[src/shared/ufb_consts.svh]
// constants for the fractional baud generator and transmitter core
`ifndef UFB_CONSTS_SVH
`define UFB_CONSTS_SVH
`define UFB_ADDR_THR 4'h0
`define UFB_ADDR_LCR 4'h3
`define UFB_ADDR_MCR 4'h4
`define UFB_ADDR_LSR 4'h5
`define UFB_ADDR_DLL 4'h8
`define UFB_ADDR_DLM 4'h9
`define UFB_ADDR_DLD 4'hA
`define UFB_DLL_RST 8'h01
`define UFB_DLM_RST 8'h00
`define UFB_DLD_RST 8'h00
`define UFB_MCR_PRESCALE 7
`define UFB_PRESCALE_LAST 2'h3
`define UFB_DLD_FRAC 3:0
`define UFB_DLD_MODE 5:4
`define UFB_LCR_WLEN 1:0
`define UFB_LCR_STOP2 2
`define UFB_LCR_PAREN 3
`define UFB_LCR_EVEN 4
`define UFB_WLEN_BASE 3'h4
`define UFB_LSR_THRE 5
`define UFB_LSR_TEMT 6
`define UFB_FIFO_DEPTH 7'h40
`define UFB_TPB16_LAST 4'hF
`define UFB_TPB8_LAST 4'h7
`define UFB_TPB4_LAST 4'h3
`define UFB_DIV_ZERO 17'h10000
`endif

[src/shared/ufb_pkg.sv]
// types for the fractional baud generator and transmitter core
package ufb_pkg;
   typedef enum logic [1:0] {
      UFB_M16 = 2'b00,
      UFB_M8 = 2'b01,
      UFB_M4 = 2'b10,
      UFB_MRSV = 2'b11
   } ufb_mode_e;
   typedef enum logic [2:0] {
      UFB_IDLE = 3'b000,
      UFB_START = 3'b001,
      UFB_DATA = 3'b010,
      UFB_PAR = 3'b011,
      UFB_STOP = 3'b100
   } ufb_tx_state_e;
   typedef struct packed {
      logic wr;
      logic rd;
      logic [3:0] addr;
      logic [7:0] wdata;
   } ufb_reg_req_s;
   typedef struct packed {
      logic [7:0] dll;
      logic [7:0] baud_divisor_high_byte;
      logic [7:0] baud_divisor_fraction_and_sampling;
      logic [7:0] modem_control_reg;
      logic [7:0] lcr;
      logic [1:0] pre_cnt;
      logic [15:0] act_div;
      logic [3:0] act_frac;
      logic [1:0] act_mode;
      logic [16:0] div_cnt;
      logic [3:0] acc;
      logic tick;
      logic [5:0] wr_ptr;
      logic [5:0] rd_ptr;
      logic [6:0] count;
      logic [7:0] tx_shift_reg;
      ufb_tx_state_e st;
      logic [2:0] bit_cnt;
      logic [3:0] tick_cnt;
      logic parity;
      logic tx;
      logic [7:0] rdata;
   } ufb_state_s;
endpackage

[src/core/ufb_core.sv]
// fractional baud generator, transmit queue and transmit shifter of one channel
`timescale 1ns/10ps
`include "ufb_consts.svh"

module ufb_core
   import ufb_pkg::*;
(
   input wire logic sys_clk_i,
   input wire logic rst_i,
   input wire ufb_reg_req_s reg_req_i,
   output logic [7:0] reg_rdata_o,
   output logic tx_o,
   output logic sample_tick_o
);
   ufb_state_s q;
   ufb_state_s d;
   logic [7:0] fifo_mem [0:63];
   logic pe;
   logic push;
   logic pop;
   logic start_char;
   logic bit_end;
   logic [3:0] tpb_last;
   logic [4:0] sum;
   logic [7:0] line_status_reg;
   logic [3:0] start_ticks;

   function automatic logic [3:0] bit_last(input ufb_mode_e m);
      unique case (m)
         UFB_M8: bit_last = `UFB_TPB8_LAST;
         UFB_M4: bit_last = `UFB_TPB4_LAST;
         default: bit_last = `UFB_TPB16_LAST;
      endcase
   endfunction

   function automatic logic [16:0] div_eff(input logic [15:0] v);
      div_eff = (v == 16'h0000) ? `UFB_DIV_ZERO : {1'b0, v};
   endfunction

   always_comb begin
      d = q;
      d.tick = 1'b0;
      pop = 1'b0;
      start_char = 1'b0;
      sum = 5'h00;
      line_status_reg = 8'h00;
      line_status_reg[`UFB_LSR_THRE] = (q.count == 7'h00);
      line_status_reg[`UFB_LSR_TEMT] = (q.count == 7'h00) && (q.st == UFB_IDLE);
      push = reg_req_i.wr && (reg_req_i.addr == `UFB_ADDR_THR) &&
             (q.count != `UFB_FIFO_DEPTH);
      // host port writes
      if (reg_req_i.wr) begin
         case (reg_req_i.addr)
            `UFB_ADDR_LCR: d.lcr = reg_req_i.wdata;
            `UFB_ADDR_MCR: d.modem_control_reg = reg_req_i.wdata;
            `UFB_ADDR_DLL: d.dll = reg_req_i.wdata;
            `UFB_ADDR_DLM: d.baud_divisor_high_byte = reg_req_i.wdata;
            `UFB_ADDR_DLD: d.baud_divisor_fraction_and_sampling = reg_req_i.wdata;
            default: ;
         endcase
      end
      if (reg_req_i.rd) begin
         case (reg_req_i.addr)
            `UFB_ADDR_LCR: d.rdata = q.lcr;
            `UFB_ADDR_MCR: d.rdata = q.modem_control_reg;
            `UFB_ADDR_LSR: d.rdata = line_status_reg;
            `UFB_ADDR_DLL: d.rdata = q.dll;
            `UFB_ADDR_DLM: d.rdata = q.baud_divisor_high_byte;
            `UFB_ADDR_DLD: d.rdata = q.baud_divisor_fraction_and_sampling;
            default: d.rdata = 8'h00;
         endcase
      end
      // prescaler is a strobe, so the generator never sees another clock
      d.pre_cnt = q.pre_cnt + 2'h1;
      pe = q.modem_control_reg[`UFB_MCR_PRESCALE] ? (q.pre_cnt == `UFB_PRESCALE_LAST) : 1'b1;
      if (pe) begin
         if (q.div_cnt == 17'h00000) begin
            d.tick = 1'b1;
            // shadow copies change only here, so no tick is cut short
            d.act_div = {q.baud_divisor_high_byte, q.dll};
            d.act_frac = q.baud_divisor_fraction_and_sampling[`UFB_DLD_FRAC];
            d.act_mode = q.baud_divisor_fraction_and_sampling[`UFB_DLD_MODE];
            // carry stretches this period by one prescaled clock
            sum = {1'b0, q.acc} + {1'b0, q.baud_divisor_fraction_and_sampling[`UFB_DLD_FRAC]};
            d.acc = sum[3:0];
            d.div_cnt = div_eff({q.baud_divisor_high_byte, q.dll}) - 17'h00001 + {16'h0000, sum[4]};
         end else begin
            d.div_cnt = q.div_cnt - 17'h00001;
         end
      end
      // transmitter
      tpb_last = bit_last(ufb_mode_e'(q.act_mode));
      bit_end = q.tick && (q.tick_cnt == tpb_last);
      if (q.tick && (q.st != UFB_IDLE)) begin
         d.tick_cnt = bit_end ? 4'h0 : q.tick_cnt + 4'h1;
      end
      unique case (q.st)
         UFB_IDLE: begin
            d.tx = 1'b1;
            start_char = q.tick && (q.count != 7'h00);
         end
         UFB_START: begin
            if (bit_end) begin
               d.st = UFB_DATA;
               d.tx = q.tx_shift_reg[0];
               d.parity = q.parity ^ q.tx_shift_reg[0];
               d.tx_shift_reg = {1'b0, q.tx_shift_reg[7:1]};
               d.bit_cnt = 3'h0;
            end
         end
         UFB_DATA: begin
            if (bit_end) begin
               if (q.bit_cnt == ({1'b0, q.lcr[`UFB_LCR_WLEN]} + `UFB_WLEN_BASE)) begin
                  d.bit_cnt = 3'h0;
                  if (q.lcr[`UFB_LCR_PAREN]) begin
                     d.st = UFB_PAR;
                     d.tx = q.parity;
                  end else begin
                     d.st = UFB_STOP;
                     d.tx = 1'b1;
                  end
               end else begin
                  d.bit_cnt = q.bit_cnt + 3'h1;
                  d.tx = q.tx_shift_reg[0];
                  d.parity = q.parity ^ q.tx_shift_reg[0];
                  d.tx_shift_reg = {1'b0, q.tx_shift_reg[7:1]};
               end
            end
         end
         UFB_PAR: begin
            if (bit_end) begin
               d.st = UFB_STOP;
               d.tx = 1'b1;
               d.bit_cnt = 3'h0;
            end
         end
         UFB_STOP: begin
            if (bit_end) begin
               if (q.bit_cnt == {2'b00, q.lcr[`UFB_LCR_STOP2]}) begin
                  d.st = UFB_IDLE;
                  start_char = q.count != 7'h00;
               end else begin
                  d.bit_cnt = q.bit_cnt + 3'h1;
               end
            end
         end
         default: d.st = UFB_IDLE;
      endcase
      // back-to-back characters leave no idle gap after the stop bit
      if (start_char) begin
         d.st = UFB_START;
         d.tx = 1'b0;
         d.tx_shift_reg = fifo_mem[q.rd_ptr];
         d.rd_ptr = q.rd_ptr + 6'h01;
         d.tick_cnt = 4'h0;
         d.parity = ~q.lcr[`UFB_LCR_EVEN];
         pop = 1'b1;
      end
      d.wr_ptr = q.wr_ptr + {5'h00, push};
      d.count = q.count + {6'h00, push} - {6'h00, pop};
   end

   always_ff @(posedge sys_clk_i or posedge rst_i) begin
      if (rst_i) begin
         q <= '0;
         q.dll <= `UFB_DLL_RST;
         q.baud_divisor_high_byte <= `UFB_DLM_RST;
         q.baud_divisor_fraction_and_sampling <= `UFB_DLD_RST;
         q.tx <= 1'b1;
      end else begin
         q <= d;
      end
   end

   // queue storage needs no reset; pointers guard it
   always_ff @(posedge sys_clk_i) begin
      if (push) begin
         fifo_mem[q.wr_ptr] <= reg_req_i.wdata;
      end
   end

   assign reg_rdata_o = q.rdata;
   assign tx_o = q.tx;
   assign sample_tick_o = q.tick;

   // helper: ticks spent in the start bit
   always_ff @(posedge sys_clk_i or posedge rst_i) begin
      if (rst_i) begin
         start_ticks <= 4'h0;
      end else if (q.st != UFB_START) begin
         start_ticks <= 4'h0;
      end else if (q.tick) begin
         start_ticks <= start_ticks + 4'h1;
      end
   end

   a_div_reset_val: assert property (@(posedge sys_clk_i)
      rst_i |-> (q.dll == 8'h01 && q.baud_divisor_high_byte == 8'h00 && q.baud_divisor_fraction_and_sampling == 8'h00))
      else $error("divisor reset value wrong");
   // prescale must have been on long enough that the last ticks were also prescaled
   a_prescale_gap: assert property (@(posedge sys_clk_i) disable iff (rst_i)
      (q.tick && q.modem_control_reg[`UFB_MCR_PRESCALE] && $past(q.modem_control_reg[`UFB_MCR_PRESCALE])
       && $past(q.modem_control_reg[`UFB_MCR_PRESCALE], 2) && $past(q.modem_control_reg[`UFB_MCR_PRESCALE], 3))
      |-> !$past(q.tick, 1) && !$past(q.tick, 2))
      else $error("prescaled tick too close");
   a_div_tick_gap: assert property (@(posedge sys_clk_i) disable iff (rst_i)
      (q.tick && q.act_div > 16'h0001 && !q.modem_control_reg[7]) |=> !q.tick)
      else $error("tick period below divisor");
   a_frac_acc: assert property (@(posedge sys_clk_i) disable iff (rst_i)
      q.tick |-> q.acc == 4'($past(q.acc) + q.act_frac))
      else $error("fraction accumulator wrong");
   a_shadow_hold: assert property (@(posedge sys_clk_i) disable iff (rst_i)
      !q.tick |-> $stable(q.act_div) && $stable(q.act_mode) && $stable(q.act_frac))
      else $error("divisor changed mid period");
   a_start_low: assert property (@(posedge sys_clk_i) disable iff (rst_i)
      (q.st == UFB_START) |-> !tx_o)
      else $error("start bit not low");
   a_lsb_first: assert property (@(posedge sys_clk_i) disable iff (rst_i)
      ($past(q.st) == UFB_START && q.st == UFB_DATA) |-> tx_o == $past(q.tx_shift_reg[0]))
      else $error("first data bit not lsb");
   a_bit_length: assert property (@(posedge sys_clk_i) disable iff (rst_i)
      ($past(q.st) == UFB_START && q.st == UFB_DATA && $stable(q.act_mode))
      |-> start_ticks == 4'(tpb_last + 4'h1))
      else $error("start bit length wrong");
   a_status_bits: assert property (@(posedge sys_clk_i) disable iff (rst_i)
      (reg_req_i.rd && reg_req_i.addr == `UFB_ADDR_LSR) |=>
      (reg_rdata_o[`UFB_LSR_TEMT] == ($past(q.count) == 7'h00 && $past(q.st) == UFB_IDLE)
       && reg_rdata_o[`UFB_LSR_THRE] == ($past(q.count) == 7'h00)))
      else $error("line status bits wrong");
   a_queue_bound: assert property (@(posedge sys_clk_i) disable iff (rst_i)
      q.count <= 7'h40)
      else $error("queue overfilled");

   c_frac_carry: cover property (@(posedge sys_clk_i) disable iff (rst_i)
      q.tick && sum[4]);
   c_char_done: cover property (@(posedge sys_clk_i) disable iff (rst_i)
      q.st == UFB_STOP ##1 q.st == UFB_IDLE);
   c_queue_full: cover property (@(posedge sys_clk_i) disable iff (rst_i)
      q.count == 7'h40);
   c_mode_4x: cover property (@(posedge sys_clk_i) disable iff (rst_i)
      q.tick && q.act_mode == 2'b10 && q.st == UFB_DATA);
endmodule

[config.mk]
export PLATFORM = sky130hd
export DESIGN_NAME = ufb_core
export DESIGN_NICKNAME = d
export VERILOG_FILES = /design/src/shared/ufb_pkg.sv /design/src/core/ufb_core.sv
export VERILOG_INCLUDE_DIRS = /design/src /design/src/shared
export SDC_FILE = /design/constraint.sdc
export NUM_CORES = 1
export LEC_CHECK = 0
export ABC_AREA = 1
export BUFFER_PORTS_ARGS = -buffer_cell sky130_fd_sc_hd__buf_2
export CAP_MARGIN = 15
export CORE_UTILIZATION = 25
export DETAILED_ROUTE_END_ITERATION = 6
export GPL_ROUTABILITY_DRIVEN = 0
export PLACE_DENSITY = 0.46
export SETUP_SLACK_MARGIN = 0.4
export SLEW_MARGIN = 15
export SYNTH_ARGS = -nofsm -noshare
export SYNTH_HDL_FRONTEND = slang
export SYNTH_SLANG_ARGS = --single-unit
export TNS_END_PERCENT = 50
[constraint.sdc]
create_clock -name sys_clk_i -period 4.2 [get_ports sys_clk_i]
set_input_delay 0.21 -clock sys_clk_i [delete_from_list [all_inputs] [get_ports sys_clk_i]]
set_output_delay 0.21 -clock sys_clk_i [all_outputs]
set_load 0.01 [all_outputs]
==> impl_metrics.sql <==
INSERT INTO impl_metrics (metric_group, metric, value, unit) VALUES
('detailed_routing', 'drt_wl_total', '77000', 'um'),
('floorplanning', 'rows', '122', ''),
('global_routing', 'antenna_found_initial', '1', ''),
('logic_synthesis', 'share_of_async_settable_or_async_resettable_flops_after_synthesis', '18.1', '%'),
('clocking', 'cts.path.max_buffers', '3', ''),
('detailed_routing', 'dr.pass1.iters', '7', ''),
('final_layout', 'layout_commonest_cell', 'nand2_1', ''),
('worst_setup_path', 'critical_path.max_stage_delay', '0.42', 'ns'),
('sta', 'final_hold_viol_count', '0', ''),
('global_routing', 'grt_first_pass_wirelength', '118000', 'um'),
('placed_design', 'place.port_buffers', '25', ''),
('floorplanning', 'ioPinCount', '26', ''),
('worst_setup_path', 'crit_path_top_delay_cell', 'fa_1', ''),
('clocking', 'cts-buffers-inserted', '74', ''),
('worst_setup_path', 'timing.critical_path.to_type', 'flip-flop', ''),
('logic_synthesis', 'synthesized_netlist_cell_count', '2822', ''),
('detailed_routing', 'drcViolationCount', '0', ''),
('logic_synthesis', 'syn_avg_cell_area', '9.90', 'sq um'),
('outcome', 'outcome', 'complete, no violations', ''),
('sta', 'grt_setup_unrepaired', 'no', ''),
('worst_setup_path', 'worstPathMaxFanout', '6', ''),
('clocking', 'htree_levels', '3', ''),
('worst_setup_path', 'start_kind', 'flip-flop', ''),
('power', 'max-vdd-ir-drop', '0.000319', 'V'),
('clocking', 'postCtsHoldBufs', '2', ''),
('sta', 'final.min_clock_period', '3.04', 'ns'),
('logic_synthesis', 'synth-edff-count', '512', ''),
('sta', 'final_min_period_over_clock_period', '72.5', '%'),
('clocking', 'root_buffer', 'clkbuf_16', ''),
('sta', 'worst_pin_slew', '0.978', 'ns'),
('final_layout', 'finish.net_count', '2922', ''),
('detailed_routing', 'drt.antenna.violating_nets', '0', ''),
('power', 'p_per_cell_area', '465', 'nW/um^2'),
('global_routing', 'grt_start_max_net_pins', '126', ''),
('sta', 'fmaxAchievable', '0.329', 'GHz'),
('floorplanning', 'design.die.area', '113000', 'sq um'),
('logic_synthesis', 'synth.ff_latch_count', '625', ''),
('job', 'cap_violations', '0', ''),
('final_layout', 'synthToLayoutAreaGrowth', '15.3', '%'),
('sta', 'setup_tns', '0', 'ns'),
('clocking', 'clkLatencyLatePin', '0.64', 'ns'),
('clocking', 'post_cts.resized_instances', '0', ''),
('sta', 'max-slew-margin-rel', '34.7', '%'),
('worst_setup_path', 'cp_data_arrival_time', '3.55', 'ns'),
('sta', 'hold_slack', '0.0400', 'ns'),
('clocking', 'clock_pin_slew_worst_setup_and_hold_paths', '0.06', 'ns'),
('final_layout', 'most-common-layout-cells', 'nand2_1, edfxtp_1, inv_1', ''),
('global_routing', 'overflow', '0', ''),
('clocking', 'cts_tree', 'done', ''),
('placed_design', 'place_hpwl', '48200', 'um'),
('detailed_routing', 'drt-vias-per-instance', '4.31', ''),
('clocking', 'post-cts-setup-buffers', '0', ''),
('floorplanning', 'core_area', '111000', 'sq um'),
('final_layout', 'fraction_of_layout_cells_with_a_size_suffix_above_1', '7.98', '%'),
('worst_setup_path', 'timing.setup.critical_path_class', 'flip-flop to flip-flop', ''),
('worst_setup_path', 'cp_cell_sequence', 'inv_1, ha_1, nand2_1, nand3_1, nor3_4, nand3_2, nand2_2, ha_1, inv_1, ha_1, inv_1, fa_1, o21ai_0, a21oi_1, nor2_1, nor2_1, xor2_1', ''),
('logic_synthesis', 'seq_area_frac_synth', '65.1', '%'),
('global_routing', 'grt_util_all_layers', '13.7', '%'),
('sta', 'finalClockSkew', '0.0349', 'ns'),
('sta', 'number_of_pins_with_negative_max_slew_slack_in_the_final_report', '0', ''),
('worst_hold_path', 'holdCritPathClass', 'primary input to flip-flop', ''),
('final_layout', 'insertedDiodeCount', '0', ''),
('logic_synthesis', 'mapped_area', '27900', 'sq um'),
('sta', 'setup_viol_count_final', '0', ''),
('logic_synthesis', 'synth-main-ff-cell', 'edfxtp_1', ''),
('detailed_routing', 'drt_iter0_markers', '1430', ''),
('clocking', 'clock-sinks', '625', ''),
('floorplanning', 'dieHeight', '336', 'um'),
('floorplanning', 'start_util', '25.2', '%'),
('logic_synthesis', 'synth_cell_types', '42', ''),
('logic_synthesis', 'post_synth_net_total', '2863', ''),
('worst_setup_path', 'worst_ep_required_time', '4.70', 'ns'),
('global_routing', 'via_count_of_the_first_global_routing_pass', '18800', ''),
('power', 'power.leakage', '12.9', 'nW'),
('floorplanning', 'die_width', '336', 'um'),
('logic_synthesis', 'synth.yosys.warnings', '0', ''),
('detailed_routing', 'drt-wirelength-per-cell', '17.4', 'um'),
('detailed_routing', 'number_of_vias_in_the_routed_layout', '19100', '');
[where the power goes]
part           total, W  switching [W]  internal (W)  leakage, nW
combinational   0.00172        0.00116      0.000560         5.75
clock           0.00611        0.00258       0.00353         1.12
sequential      0.00714       0.000192       0.00695         6.03
[worst paths after layout]
check | startpoint | to | slack (ns) | depth (start not counted)
min in group asynchronous | rst_i | q[34]$_DFF_PP0_ | 0.30 | 4
max reg2reg | q[69]$_DFFE_PP0P_ | q[34]$_DFF_PP0_ | 1.16 | 17
min reg2reg | q[91]$_DFF_PP0_ | q[91]$_DFF_PP0_ | 0.43 | 1
min | reg_req_i[4] | fifo_mem[1][4]$_DFFE_PP_ | 0.04 | 1
max in group asynchronous | rst_i | q[35]$_DFFE_PP0N_ | 3.37 | 4
max | q[69]$_DFFE_PP0P_ | q[34]$_DFF_PP0_ | 1.16 | 17
[synthesized netlist by cell type, drive strengths merged, types with 4 or more instances]
master,number,share of area (%)
nor3,8,0.24
edfxtp,512,55
nand3b,5,0.13
xnor2,6,0.19
inv,286,3.8
dfrtp,111,9.9
clkinv,4,0.054
nand3,276,5.0
buf,89,2.1
nand4,5,0.11
xor2,34,1.1
or2,8,0.18
nand2,901,12
nor2,282,3.9
a21oi,59,1.1
ha,23,1.0
o21ai,158,2.8
clkbuf,33,0.44
[metrics by stage]
| stage | instance area (sq um) | instances | power [W] | worst slack (ns) | util [%] |
|---|---|---|---|---|---|
| finish | 32200 | 4421 | 0.0150 | 1.16 | 29.1 |
| global placement | 29900 | 4291 | 0.00899 | 1.12 | 27.0 |
| detailed placement | 29900 | 4291 | 0.00900 | 1.12 | 27.0 |
| floorplan | 27900 | 2822 | 0.00845 | 1.01 | - |
| CTS | 32200 | 4421 | 0.0151 | 1.12 | 29.1 |
| global route | 32200 | 4421 | 0.0156 | 0.876 | 29.1 |
[layer usage]
metal | vias to the layer above | part of all wire (%) | GRT usage (%)
met5 | - | 0 | 0
met4 | 0 | 3.1 | 4.70
met3 | 123 | 3.9 | 2.09
met2 | 319 | 46 | 22.0
met1 | 9258 | 47 | 18.8
li1 | 9376 | - | -
[cells by family (layout without fill, tap and decap cells)]
| group | after synthesis | after routing | share of synthesized area [%] |
|---|---|---|---|
| AND/OR/NAND/NOR | 1487 | 1487 | 21.7 |
| flip-flops | 625 | 625 | 65.1 |
| buffers and inverters | 412 | 523 | 6.41 |
| AO/OA/AOI/OAI | 233 | 233 | 4.32 |
| XOR/XNOR | 40 | 40 | 1.25 |
| adder cells (fa/ha/maj) | 25 | 25 | 1.17 |
[cell type report]
| type | count | area [sq um] |
|---|---|---|
| Multi-Input combinational cell | 1785 | 7950 |
| Sequential cell | 625 | 18200 |
| Clock inverter | 32 | 225 |
| Fill cell | 11700 | 78600 |
| Tap cell | 1488 | 1860 |
| Inverter | 290 | 1100 |
| Timing Repair Buffer | 105 | 806 |
| Clock buffer | 96 | 2070 |
[state kept, by name, summed over array words and instances (netlist names)]
register       flops
fifo_mem         512
q                103
sample_tick_o      1
reg_rdata_o        8
tx_o               1
[worst max-delay path: cells and delay by family, from the launching register on]
family          cells  cell delay, ns
xor+xnor            1            0.14
compound gates      2            0.40
simple gates        7            0.79
flops               1            0.34
buf+inv             3            0.17
fa+ha+maj           4            1.10
Power figures use the tool's default switching activity.
